`config.mk`:
```
export PLATFORM = sky130hd
export DESIGN_NAME = ohg_guard
export DESIGN_NICKNAME = d
export VERILOG_FILES = /design/src/hdl/ohg_sync.v /design/src/hdl/ohg_guard.v
export VERILOG_INCLUDE_DIRS = /design/src /design/src/hdl
export SDC_FILE = /design/constraint.sdc
export NUM_CORES = 1
export LEC_CHECK = 0
export BUFFER_PORTS_ARGS = -buffer_cell sky130_fd_sc_hd__buf_2
export CORE_ASPECT_RATIO = 1.4
export CORE_MARGIN = 1
export CORE_UTILIZATION = 41
export DETAILED_ROUTE_END_ITERATION = 10
export GPL_ROUTABILITY_DRIVEN = 0
export HOLD_SLACK_MARGIN = 0.08
export SLEW_MARGIN = 15
export SYNTH_ARGS = -nofsm -noshare
export SYNTH_HDL_FRONTEND = slang
export SYNTH_SLANG_ARGS = --single-unit
export TNS_END_PERCENT = 5
```
`constraint.sdc`:
```
create_clock -name ref_clk_in -period 2.5 [get_ports ref_clk_in]
set_clock_uncertainty 0.1 [all_clocks]
set_input_delay 0.5 -clock ref_clk_in [delete_from_list [all_inputs] [get_ports ref_clk_in]]
set_output_delay 0.5 -clock ref_clk_in [all_outputs]
set_load 0.005 [all_outputs]
```
`src/hdl/ohg_consts.vh`:
```
// timing counts, codes and state encodings for the overcurrent hiccup guard
// assumes a single 200 MHz clock; included by its bare name
`ifndef OHG_CONSTS_VH
`define OHG_CONSTS_VH

// ----------------------------------------------------------------------------
// clock and time conversion
// ----------------------------------------------------------------------------
`define OHG_CLK_MHZ 200
// least time in ns to whole cycles, rounded up
`define OHG_CYC_UP(ns) ((((ns) * `OHG_CLK_MHZ) + 999) / 1000)
// longest time in ns to whole cycles, rounded down
`define OHG_CYC_DN(ns) (((ns) * `OHG_CLK_MHZ) / 1000)

// ----------------------------------------------------------------------------
// times, in ns, and the soft-start step count
// ----------------------------------------------------------------------------
`define OHG_POR_DELAY_NS 6800000
`define OHG_SS_TOTAL_NS 6800000
`define OHG_SS_STEPS 64
`define OHG_SS_STEP_NS (`OHG_SS_TOTAL_NS / `OHG_SS_STEPS)
`define OHG_SAMPLE_STEP_NS 35800
`define OHG_BLANK_NS 200
`define OHG_MIN_LOW_NS 425

// ----------------------------------------------------------------------------
// short cycle counts at the clock width of their counters
// ----------------------------------------------------------------------------
`define OHG_BLANK_CYC 7'h28
`define OHG_MIN_LOW_CYC 7'h55
`define OHG_SS_LAST_STEP 6'h3F

// ----------------------------------------------------------------------------
// long cycle counts of the times above, at the 21-bit timer width
// ----------------------------------------------------------------------------
`define OHG_POR_DELAY_CYC 21'h14C080
`define OHG_SS_STEP_CYC 21'h05302
`define OHG_SAMPLE_STEP_CYC 21'h01BF8

// ----------------------------------------------------------------------------
// hiccup and narrow-pulse counts
// ----------------------------------------------------------------------------
`define OHG_DUMMY_COUNT 2'h2
`define OHG_NARROW_LIMIT 2'h2

// ----------------------------------------------------------------------------
// set point codes: one lsb is 2.5 mV at the sense pin, 5 mV doubled
// ----------------------------------------------------------------------------
`define OHG_CODE_LSB_UV 2500
`define OHG_RANGE_MAX_CODE 8'h5F
`define OHG_DISABLE_CODE 8'h78
`define OHG_CODE_RESET 8'h00

// ----------------------------------------------------------------------------
// sequencer states
// ----------------------------------------------------------------------------
`define OHG_ST_OFF 3'h0
`define OHG_ST_DELAY 3'h1
`define OHG_ST_SAMPLE 3'h2
`define OHG_ST_RAMP 3'h3
`define OHG_ST_RUN 3'h4
`define OHG_ST_DUMMY 3'h5

`endif

```
`src/hdl/ohg_sync.v`:
```
// two-flop level synchroniser, one per bit of the bus
// assumes the inputs are asynchronous levels; the first flop feeds only the second
`timescale 1ns/1ps

module ohg_sync #(
  parameter WIDTH = 4
) (
  input wire clk_in,                 // destination clock
  input wire rst_in,                 // synchronous reset, active high
  input wire [WIDTH-1:0] async_in,   // asynchronous levels
  output reg [WIDTH-1:0] sync_out    // synchronised levels
);

  reg [WIDTH-1:0] meta_q;

  always @(posedge clk_in) begin
    if (rst_in) begin
      meta_q <= {WIDTH{1'b0}};
      sync_out <= {WIDTH{1'b0}};
    end else begin
      meta_q <= async_in;
      sync_out <= meta_q;
    end
  end

endmodule

```
`src/hdl/ohg_guard.v`:
```
// overcurrent hiccup guard: set point sampling, blanked low-side monitoring,
// narrow-pulse stretching and the dummy/real soft-start retry sequencer
// assumes pwm requests and the cycle strobe come from logic on ref_clk_in;
// bias, enable and both comparators are asynchronous analog levels
//
// Contract
// on trip, gates off at once, then two dummy time-outs and one real ramp
// hiccup retries repeat forever while the short remains; no retry limit
// after power-on and the start-up delay, sample trip level before any ramp
// while sampling, low gate off, sense current on, level held in counter/dac
// set point kept while biased; replaced only by a sample leaving shutdown
// compare low-side drop only after blanking from the low-gate rising edge
// window closes when low gate drops; trip anywhere inside the open window
// after two narrow or missing low pulses, third is stretched or inserted
// when protection is found disabled, pulse stretching and insertion are off
// trip reference is twice the voltage sampled on the program resistor
// sample above disable threshold, or no resistor, disables protection
// sampling resolves doubled levels from 0 mV up to 475 mV
// trip during a real ramp shuts output and restarts two dummy time-outs
// hiccup period spans two ramp times up to three, per trip moment
// trip detection active in every soft-start; start into short is a retry
// with short removed, the next real ramp completes and hiccup ends
// no resampling in retries; only disable then enable resamples
// enable low stops oscillator, holds both gates low, re-arms soft-start
// soft-start reference ramps in 64 discrete digital steps
// each dummy time-out lasts a full soft-start with both gates low
`timescale 1ns/1ps
`include "ohg_consts.vh"

module ohg_guard #(
  parameter [20:0] POR_DELAY_CYC = `OHG_POR_DELAY_CYC,
  parameter [20:0] SS_STEP_CYC = `OHG_SS_STEP_CYC,
  parameter [20:0] SAMPLE_STEP_CYC = `OHG_SAMPLE_STEP_CYC
) (
  input wire ref_clk_in,             // 200 MHz internal timebase
  input wire sys_rst_in,             // synchronous reset, active high
  input wire bias_ok_in,             // bias above power-on threshold, async
  input wire enable_in,              // enable pin above disable threshold, async
  input wire trip_cmp_in,            // switch_node drop at or above trip_ref, async
  input wire sample_cmp_in,          // sample dac at or above trip_sense_pin, async
  input wire pwm_low_req_in,         // internal pwm low-side request
  input wire pwm_high_req_in,        // internal pwm high-side request
  input wire pwm_cycle_in,           // one-cycle strobe at each switching cycle start
  output reg low_side_gate_out,      // low-side gate drive
  output reg high_side_gate_out,     // high-side gate drive
  output reg sense_current_out,      // trip_sense_current source enable
  output reg [7:0] sample_dac_out,   // live sample-and-hold dac code
  output reg [8:0] trip_ref_out,     // trip reference, twice the held code, clamped at twice 8'h5F
  output reg guard_disabled_out,     // overcurrent_guard found disabled
  output reg [5:0] ss_step_out,      // soft-start reference step
  output reg osc_run_out,            // oscillator run
  output reg amp_enable_out,         // error amplifier enabled
  output reg hiccup_out,             // in hiccup retry
  output reg trip_pulse_out          // one-cycle pulse per trip
);

  localparam [6:0] BLANK_CYC = `OHG_BLANK_CYC;
  localparam [6:0] MIN_LOW_CYC = `OHG_MIN_LOW_CYC;

  // --------------------------------------------------------------------------
  // input synchronisers
  // --------------------------------------------------------------------------
  wire [3:0] sync_w;
  wire bias_s;
  wire en_s;
  wire trip_s;
  wire smp_s;

  ohg_sync #(
    .WIDTH(4)
  ) u_sync (
    .clk_in(ref_clk_in),
    .rst_in(sys_rst_in),
    .async_in({bias_ok_in, enable_in, trip_cmp_in, sample_cmp_in}),
    .sync_out(sync_w)
  );

  assign bias_s = sync_w[3];
  assign en_s = sync_w[2];
  assign trip_s = sync_w[1];
  assign smp_s = sync_w[0];

  // --------------------------------------------------------------------------
  // state declarations
  // --------------------------------------------------------------------------
  reg [2:0] state_q;
  reg [20:0] timer_q;
  reg [5:0] step_q;
  reg [1:0] dummy_q;
  reg [7:0] code_q;
  reg guard_off_q;
  reg hiccup_q;
  reg low_prev_q;
  reg low_req_prev_q;
  reg [6:0] blank_q;
  reg win_open_q;
  reg [6:0] width_q;
  reg [1:0] narrow_q;
  reg force_q;
  reg force_done_q;
  reg [6:0] force_cnt_q;

  wire enabled = bias_s & en_s;
  wire gates_live = (state_q == `OHG_ST_RAMP) | (state_q == `OHG_ST_RUN);
  wire step_end = (timer_q == SS_STEP_CYC - 21'h000001);
  // a trip only counts inside an open, blanked window while switching
  wire trip_evt = gates_live & win_open_q & trip_s & ~guard_off_q;
  wire low_drive = gates_live & (pwm_low_req_in | force_q);
  wire high_drive = gates_live & pwm_high_req_in & ~low_drive;
  wire low_rise = low_drive & ~low_prev_q;
  wire req_rise = pwm_low_req_in & ~low_req_prev_q;
  wire stretch_armed = (narrow_q == `OHG_NARROW_LIMIT) & ~guard_off_q & gates_live;
  wire narrow_now = (width_q < MIN_LOW_CYC);
  wire insert_now = stretch_armed & ~force_done_q & pwm_cycle_in & (width_q == 7'h00);
  wire stretch_now = stretch_armed & ~force_done_q & req_rise;

  // --------------------------------------------------------------------------
  // sequencer: delay, sample, ramp, run and hiccup
  // --------------------------------------------------------------------------
  always @(posedge ref_clk_in) begin
    if (sys_rst_in) begin
      state_q <= `OHG_ST_OFF;
      timer_q <= 21'h000000;
      step_q <= 6'h00;
      dummy_q <= 2'h0;
      code_q <= `OHG_CODE_RESET;
      guard_off_q <= 1'b0;
      hiccup_q <= 1'b0;
    end else if (!enabled) begin
      // shutdown re-arms everything but keeps the held set point and guard_off_q
      state_q <= `OHG_ST_OFF;
      timer_q <= 21'h000000;
      step_q <= 6'h00;
      dummy_q <= 2'h0;
      hiccup_q <= 1'b0;
    end else begin
      case (state_q)
        `OHG_ST_OFF: begin
          // leaving shutdown is the only way into a fresh sample
          state_q <= `OHG_ST_DELAY;
          timer_q <= 21'h000000;
          code_q <= `OHG_CODE_RESET;
        end
        `OHG_ST_DELAY: begin
          if (timer_q == POR_DELAY_CYC - 21'h000001) begin
            state_q <= `OHG_ST_SAMPLE;
            timer_q <= 21'h000000;
          end else begin
            timer_q <= timer_q + 21'h000001;
          end
        end
        `OHG_ST_SAMPLE: begin
          if (smp_s) begin
            // dac has caught up with the pin: hold this code
            state_q <= `OHG_ST_RAMP;
            guard_off_q <= 1'b0;
            timer_q <= 21'h000000;
            step_q <= 6'h00;
          end else if (code_q == `OHG_DISABLE_CODE) begin
            state_q <= `OHG_ST_RAMP;
            guard_off_q <= 1'b1;
            timer_q <= 21'h000000;
            step_q <= 6'h00;
          end else if (timer_q == SAMPLE_STEP_CYC - 21'h000001) begin
            code_q <= code_q + 8'h01;
            timer_q <= 21'h000000;
          end else begin
            timer_q <= timer_q + 21'h000001;
          end
        end
        `OHG_ST_RAMP: begin
          if (trip_evt) begin
            state_q <= `OHG_ST_DUMMY;
            dummy_q <= `OHG_DUMMY_COUNT;
            timer_q <= 21'h000000;
            step_q <= 6'h00;
            hiccup_q <= 1'b1;
          end else if (step_end) begin
            timer_q <= 21'h000000;
            if (step_q == `OHG_SS_LAST_STEP) begin
              state_q <= `OHG_ST_RUN;
              hiccup_q <= 1'b0;
            end else begin
              step_q <= step_q + 6'h01;
            end
          end else begin
            timer_q <= timer_q + 21'h000001;
          end
        end
        `OHG_ST_RUN: begin
          if (trip_evt) begin
            state_q <= `OHG_ST_DUMMY;
            dummy_q <= `OHG_DUMMY_COUNT;
            timer_q <= 21'h000000;
            step_q <= 6'h00;
            hiccup_q <= 1'b1;
          end
        end
        `OHG_ST_DUMMY: begin
          // a dummy is a full ramp's worth of steps with the gates held low
          if (step_end) begin
            timer_q <= 21'h000000;
            if (step_q == `OHG_SS_LAST_STEP) begin
              step_q <= 6'h00;
              if (dummy_q == 2'h1) begin
                // no retry counter: every hiccup ends in another real ramp
                state_q <= `OHG_ST_RAMP;
                dummy_q <= 2'h0;
              end else begin
                dummy_q <= dummy_q - 2'h1;
              end
            end else begin
              step_q <= step_q + 6'h01;
            end
          end else begin
            timer_q <= timer_q + 21'h000001;
          end
        end
        default: begin
          state_q <= `OHG_ST_OFF;
          timer_q <= 21'h000000;
        end
      endcase
    end
  end

  // --------------------------------------------------------------------------
  // blanked monitoring window
  // --------------------------------------------------------------------------
  // the window follows the internal drive, so a stretched pulse is monitored too
  always @(posedge ref_clk_in) begin
    if (sys_rst_in) begin
      low_prev_q <= 1'b0;
      blank_q <= 7'h00;
      win_open_q <= 1'b0;
    end else begin
      low_prev_q <= low_drive;
      if (!low_drive || trip_evt) begin
        win_open_q <= 1'b0;
        blank_q <= 7'h00;
      end else if (low_rise) begin
        blank_q <= 7'h01;
        win_open_q <= 1'b0;
      end else if (!win_open_q) begin
        if (blank_q == BLANK_CYC) begin
          win_open_q <= 1'b1;
        end else begin
          blank_q <= blank_q + 7'h01;
        end
      end
    end
  end

  // --------------------------------------------------------------------------
  // narrow low-side pulse stretch and insertion
  // --------------------------------------------------------------------------
  // a missing pulse is inserted at the end strobe of the third cycle, which
  // shifts it by one edge into the fourth cycle, so monitoring comes every fourth cycle
  always @(posedge ref_clk_in) begin
    if (sys_rst_in) begin
      low_req_prev_q <= 1'b0;
      width_q <= 7'h00;
      narrow_q <= 2'h0;
      force_q <= 1'b0;
      force_done_q <= 1'b0;
      force_cnt_q <= 7'h00;
    end else begin
      low_req_prev_q <= pwm_low_req_in;
      if (!gates_live) begin
        width_q <= 7'h00;
        narrow_q <= 2'h0;
        force_q <= 1'b0;
        force_done_q <= 1'b0;
        force_cnt_q <= 7'h00;
      end else begin
        if (pwm_cycle_in) begin
          width_q <= {6'h00, low_drive};
          force_done_q <= 1'b0;
          if (insert_now) begin
            narrow_q <= 2'h0;
          end else if (narrow_now && !guard_off_q) begin
            if (narrow_q != `OHG_NARROW_LIMIT) begin
              narrow_q <= narrow_q + 2'h1;
            end
          end else begin
            narrow_q <= 2'h0;
          end
        end else if (low_drive && width_q != MIN_LOW_CYC) begin
          width_q <= width_q + 7'h01;
        end
        if (stretch_now || insert_now) begin
          force_q <= 1'b1;
          force_done_q <= 1'b1;
          force_cnt_q <= 7'h01;
        end else if (force_q) begin
          if (force_cnt_q == MIN_LOW_CYC) begin
            force_q <= 1'b0;
          end else begin
            force_cnt_q <= force_cnt_q + 7'h01;
          end
        end
      end
    end
  end

  // --------------------------------------------------------------------------
  // registered outputs
  // --------------------------------------------------------------------------
  always @(posedge ref_clk_in) begin
    if (sys_rst_in) begin
      low_side_gate_out <= 1'b0;
      high_side_gate_out <= 1'b0;
      sense_current_out <= 1'b0;
      sample_dac_out <= 8'h00;
      trip_ref_out <= 9'h000;
      guard_disabled_out <= 1'b0;
      ss_step_out <= 6'h00;
      osc_run_out <= 1'b0;
      amp_enable_out <= 1'b0;
      hiccup_out <= 1'b0;
      trip_pulse_out <= 1'b0;
    end else begin
      // a trip drops both gates in the same edge that leaves the ramp or run state
      low_side_gate_out <= low_drive & ~trip_evt & enabled;
      high_side_gate_out <= high_drive & ~trip_evt & enabled;
      sense_current_out <= enabled & ((state_q == `OHG_ST_DELAY) |
                                      (state_q == `OHG_ST_SAMPLE));
      sample_dac_out <= code_q;
      if (code_q > `OHG_RANGE_MAX_CODE) begin
        trip_ref_out <= {`OHG_RANGE_MAX_CODE, 1'b0};
      end else begin
        trip_ref_out <= {code_q, 1'b0};
      end
      guard_disabled_out <= guard_off_q;
      if (state_q == `OHG_ST_RUN) begin
        ss_step_out <= `OHG_SS_LAST_STEP;
      end else if (state_q == `OHG_ST_RAMP) begin
        ss_step_out <= step_q;
      end else begin
        ss_step_out <= 6'h00;
      end
      osc_run_out <= enabled;
      amp_enable_out <= gates_live & ~trip_evt & enabled;
      hiccup_out <= hiccup_q;
      trip_pulse_out <= trip_evt;
    end
  end

endmodule

```
# --- After elaboration in Yosys (flattened, before gate mapping) ---
# Cells that the tools add are included.
totals:
  reg_bits: 109
  input_bits: 9
  output_inout_bits: 31
op_classes:
  n_addsub: 8
  n_lt_le_gt_ge: 2
  eq_ne: 33
  muxes: 65
  n_bitwise: 36
  n_reduce_logical: 35
op_table:
  columns: ["operator", "n"]
  rows:
  - ["2-to-1 mux 21 bit", 7]
  - ["case mux 21 bit (5 select lines)", 1]
  - ["2-to-1 mux 6 bit", 10]
  - ["2-to-1 mux 8 bit", 4]
  - ["2-to-1 mux 3 bit", 10]
  - ["case mux 6 bit (4 select lines)", 1]
  - ["bitwise AND 1 bit", 22]
  - ["!= test 2 bit, second input constant", 11]
  - ["adder 21 x 1 -> 21 bit, second input constant", 1]
  - ["adder 7 x 1 -> 7 bit, second input constant", 3]
  - ["== test 21 x 13 -> 1 bit, second input constant", 1]
  - ["== test 21 x 15 -> 1 bit, second input constant", 1]
  - ["== test 21 bit, second input constant", 1]
  - ["2-to-1 mux 1 bit", 21]
  - ["case mux 3 bit (6 select lines)", 1]
  - ["case mux 8 bit (2 select lines)", 1]
  - ["2-to-1 mux 2 bit", 7]
  - ["nonzero test 2 bit", 7]
  - ["NOT 1 bit", 11]
  - ["AND reduction 2 bit", 5]
  - ["OR reduction 2 bit", 5]
  - ["!= test 3 bit, second input constant", 3]
  - ["OR reduction 3 bit", 3]
  - ["adder 8 x 1 -> 8 bit, second input constant", 1]
  - ["31 further kinds", 41]

# --- Depth between registers and ports, before layout ---
logic_depth:
  depth_word: 9
  ltp_mapped: 9

# --- By module ---
# Synthesis repeated with hierarchy kept, for this count alone.
hier_totals:
  hier_cells: 541
  area_unflattened_um2: 4817.1
by_module_without_submodules:
  columns: ["module", "instances", "cells_each", "area_per_inst_um2", "seq_area_each_um2"]
  rows:
  - ["ohg_guard", 1, 525, 4606.9, 2001.9]
  - ["ohg_sync", 1, 16, 210.2, 160.2]

# --- Worst setup path before layout ---
# Ideal clock, no wire load.
synth_timing:
  path_kind: "reg-to-reg"
  start: "reg timer_q[16]"
  end: "reg dummy_q[0]"
  setup_time_ps: 65
  arrival_time_ps: 2268
  t_required_ps: 2335
  slack_ps: 67
  path_stages_with_launch: 7
  path_cell_list: "dfxtp_1 -> or3_4 -> or4b_4 -> or4_1 -> a2111oi_2 -> a31oi_1 -> nor2_1"
synth_via:
  elab_chain_cells: 3
synth_lines:
  columns: ["item", "line", "text"]
  rows:
  - ["from (decl)", "ohg_guard.v:87", "reg [20:0] timer_q;"]
  - ["from (signal assigned)", "ohg_guard.v:149", "timer_q <= timer_q + 21'h000001;"]
  - ["from (signal assigned)", "ohg_guard.v:168", "timer_q <= timer_q + 21'h000001;"]
  - ["from (signal assigned)", "ohg_guard.v:187", "timer_q <= timer_q + 21'h000001;"]
  - ["== test 21 x 15 -> 1 bit", "ohg_guard.v:105", "wire step_end = (timer_q == SS_STEP_CYC - 21'h000001);"]
  - ["!= test 2 bit (no line)", null, null]
  - ["AND reduction 4 bit (no line)", null, null]
  - ["to (signal assigned)", "ohg_guard.v:174", "dummy_q <= `OHG_DUMMY_COUNT;"]
  - ["to (signal assigned)", "ohg_guard.v:193", "dummy_q <= `OHG_DUMMY_COUNT;"]
  - ["to (signal assigned)", "ohg_guard.v:210", "dummy_q <= dummy_q - 2'h1;"]
  - ["to (decl)", "ohg_guard.v:89", "reg [1:0] dummy_q;"]
# No other way between the ends.
# A chain may end at the register's enable or synchronous reset.

# --- Worst setup path after layout ---
# Same ends and word-level chain as after synthesis.

==> results.md <==
- Mapped cell area: 0.00473 mm2
- Fin nets: 641
- Vias per cell: 5.28
- Die Width: 92.8 um
- Met3 usage: 3.58%
- Tot GR Track Use: 18.6%
- Data required, critical path: 2.68 ns
- Routed WL per cell: 14.0 um
- Slew Viols, Final: 0
- Initial drt markers: 180
- Largest net degree at the start of global routing: 30
- Arr. time, crit path: 2.58 ns
- Yosys top cell area share: 45.7%
- Share of cells above drive strength 1: 18.6%
- Seq/Total Area, Yosys: 45.7%
- CP Cell Sequence: or3_4, or4b_4, or4_4, a2111oi_4, a31oi_1, nor2_1
- Post-synthesis async set-or-reset flop share: 0%
- First-pass GRT wire length: 17,800 um
- Clock Tree Buf Depth: 2
- Vias post-DR: 4,048
- Worst slew margin: 58.0%
- Hold Vio Cnt, Final: 0
- Slew @ Worst Pin: 0.623 ns
- Worst skew pair latency: 0.34 ns
- GRT busiest layer: met2
- Antenna diodes: 0
- Reg2Reg Setup Slack: 0.09 ns
- H-tree Lvls: 3
- Area grow syn2layout: 21.1%
- Final setup fails: 0
- Die height: 129 um
- Worst Hold Class: in -> reg
- I/O pins: 40
- Core area: 0.0113 mm2
- Port Buffers: 38
- Detail Route Antenna Nets: 0
- M2 GR Usage: 33.7%
- Crit path kind: reg -> reg
- Congestion Overflow GR: 0
- Starting density of the core: 42.0%
- Crit Path Max Fanout: 3
- Seq cells post-synth: 108
- Routing usage on met1: 20.9%
- Gate count of the mapped netlist: 542
- Post-CTS Setup Bufs: 0
- Syn_area_per_cell: 8.73 um2
- RSZ-0062 raised after global routing: true
- List of most frequent post-synthesis cells: dfxtp_1, nor2_1, nand2_1
- Total power divided by cell area: 560 mW/mm2
- Number of core rows: 46
- Clock transition at path regs: 0.07 ns
- Top FF cell, synth: dfxtp_1
- Clk sinks: 108
- Status: finished clean
- Total power draw: 3210 uW
- Placed Area: 0.00537 mm2
- CTS Hold Buffers Added: 0
- Fmax: 416 MHz
- Post-synth EDFFs: 0
- Slowest-stage cell, CP: or4b_4
- CTS tree: built
- Yosys top cell by area: dfxtp_1
- Number of buffers created by CTS: 9
- Final cycle utilization of the critical path: 96.2%
- First-pass DRT Iterations: 4
- Yosys warns: 0
- Leakage: 0.00212 uW
- Post-DP HPWL: 8050 um
- Final WL: 10,700 um
- Worst Setup End Kind: register
- Max Cap Violations: 0
- DIE AREA: 0.0120 mm2
- Post-route design area: 0.00573 mm2
- Crit-path max cell delay: 0.53 ns
- Critical Path Start Type: register
- DRC viols: 0
- Yosys cell types: 55
- Peak VDD IR: 0.422 mV
- Synth area leaders: dfxtp_1, nor2_1, xnor2_1
- Top-count cell post-synth: dfxtp_1
- CTS Root Cell: clkbuf_16
- Antenna violations before repair: 0
- Vias in the first global route: 3,910
- Fin crit period: 2.41 ns
-- metal layers --
layer	vias to the layer above	wire length [um]
met1	1905	4520
met5	-	0
met2	77	5570
met4	0	333
met3	23	313
li1	2043	-
-- flip-flops by register name, indices dropped and copies added, names as in the netlist, 2 cells and up --
register / cells
blank_q: 7
u_sync.meta_q: 4
ss_step_out: 6
narrow_q: 2
trip_ref_out: 8
step_q: 6
code_q: 8
u_sync.sync_out: 4
state_q: 3
width_q: 7
sample_dac_out: 8
force_cnt_q: 7
dummy_q: 2
timer_q: 21
-- final cells by class --
type	count	area, um2
clock buffer	10	239
inverter	21	78.8
fill	1107	5550
multi-input combinational	395	2470
sequential	108	2160
clock inverter	6	75.1
timing repair buffer	83	528
tap	144	180
-- power by group --
group | switching [uW] | leakage (uW) | internal (uW)
registers | 2.77 | 0.000872 | 1730
clock network | 632 | 0.000147 | 812
logic | 23.4 | 0.00110 | 15.2
total | 658 | 0.00212 | 2550
-- stage by stage --
stage | setup slack [ns] | setup TNS, ns | std cells | hold slack (ns) | util, %
6_report | 0.0939 | 0 | 767 | 0.266 | 50.8
5_1_grt | 0.00200 | 0 | 767 | 0.271 | 50.8
3_3_place_gp | 0.0252 | 0 | 751 | 0.325 | 47.6
4_1_cts | 0.00213 | 0 | 767 | 0.258 | 50.4
2_1_floorplan | 0.0670 | 0 | 543 | 0.314 | -
3_5_place_dp | -0.00780 | -0.00780 | 751 | 0.328 | 47.6
-- logic make-up (layout without fill, tap and decap cells) --
group / after synthesis / count (layout) / share of synthesized area [%]
AO/OA/AOI/OAI: 80 / 80 / 11.1
adder cells (fa/ha/maj): 14 / 14 / 3.70
XOR/XNOR: 39 / 39 / 7.22
other: 1 / 2 / 0.0792
multiplexers: 3 / 3 / 0.634
buffers and inverters: 40 / 120 / 3.33
flip-flops: 108 / 108 / 45.7
AND/OR/NAND/NOR: 257 / 257 / 28.2
-- final timing paths --
path,from,to,depth (start not counted)
setup / recovery,timer_q[16],dummy_q[0],6
hold / removal,trip_cmp_in,u_sync.meta_q[1],2
setup reg to reg,timer_q[16],dummy_q[0],6
hold reg to reg,u_sync.meta_q[0],u_sync.sync_out[0],1
-- placed cells by master, fill, tap and decap left out, types with 4 or more instances in the layout --
| master | count |
|---|---|
| nor2_1 | 81 |
| inv_1 | 21 |
| xor2_1 | 15 |
| nor2b_1 | 19 |
| nand4b_1 | 4 |
| or2_2 | 5 |
| nand3_1 | 20 |
| a21o_1 | 7 |
| and2_1 | 4 |
| nor4_1 | 13 |
| nor3b_1 | 7 |
| clkbuf_16 | 9 |
| a21oi_1 | 27 |
| xnor2_1 | 24 |
| a211oi_1 | 4 |
| o21ai_0 | 8 |
| nand2b_1 | 7 |
| nor4b_1 | 5 |
| nor3_1 | 20 |
| dfxtp_1 | 108 |
| ha_1 | 14 |
| buf_2 | 38 |
| nand2_1 | 35 |
| and3_1 | 8 |
| or3_1 | 4 |
| buf_4 | 45 |
| a31oi_1 | 8 |
| nand4_1 | 12 |
-- timing repair --
item | in CTS | in global routing
setup endpoints to repair | 1 | 24
hold endpoints to repair | 0 | 0
gates cloned | 0 | 0
pin swaps | 0 | 2
gates resized for setup | 1 | 9
-- critical path, delay by kind of cell, from the launching register on --
| kind | cells | cell delay, ns |
|---|---|---|
| DFF | 1 | 0.32 |
| AOI/OAI and AO/OA | 2 | 0.37 |
| and+or+nand+nor | 4 | 1.57 |
(Power assumes the default switching activity.)
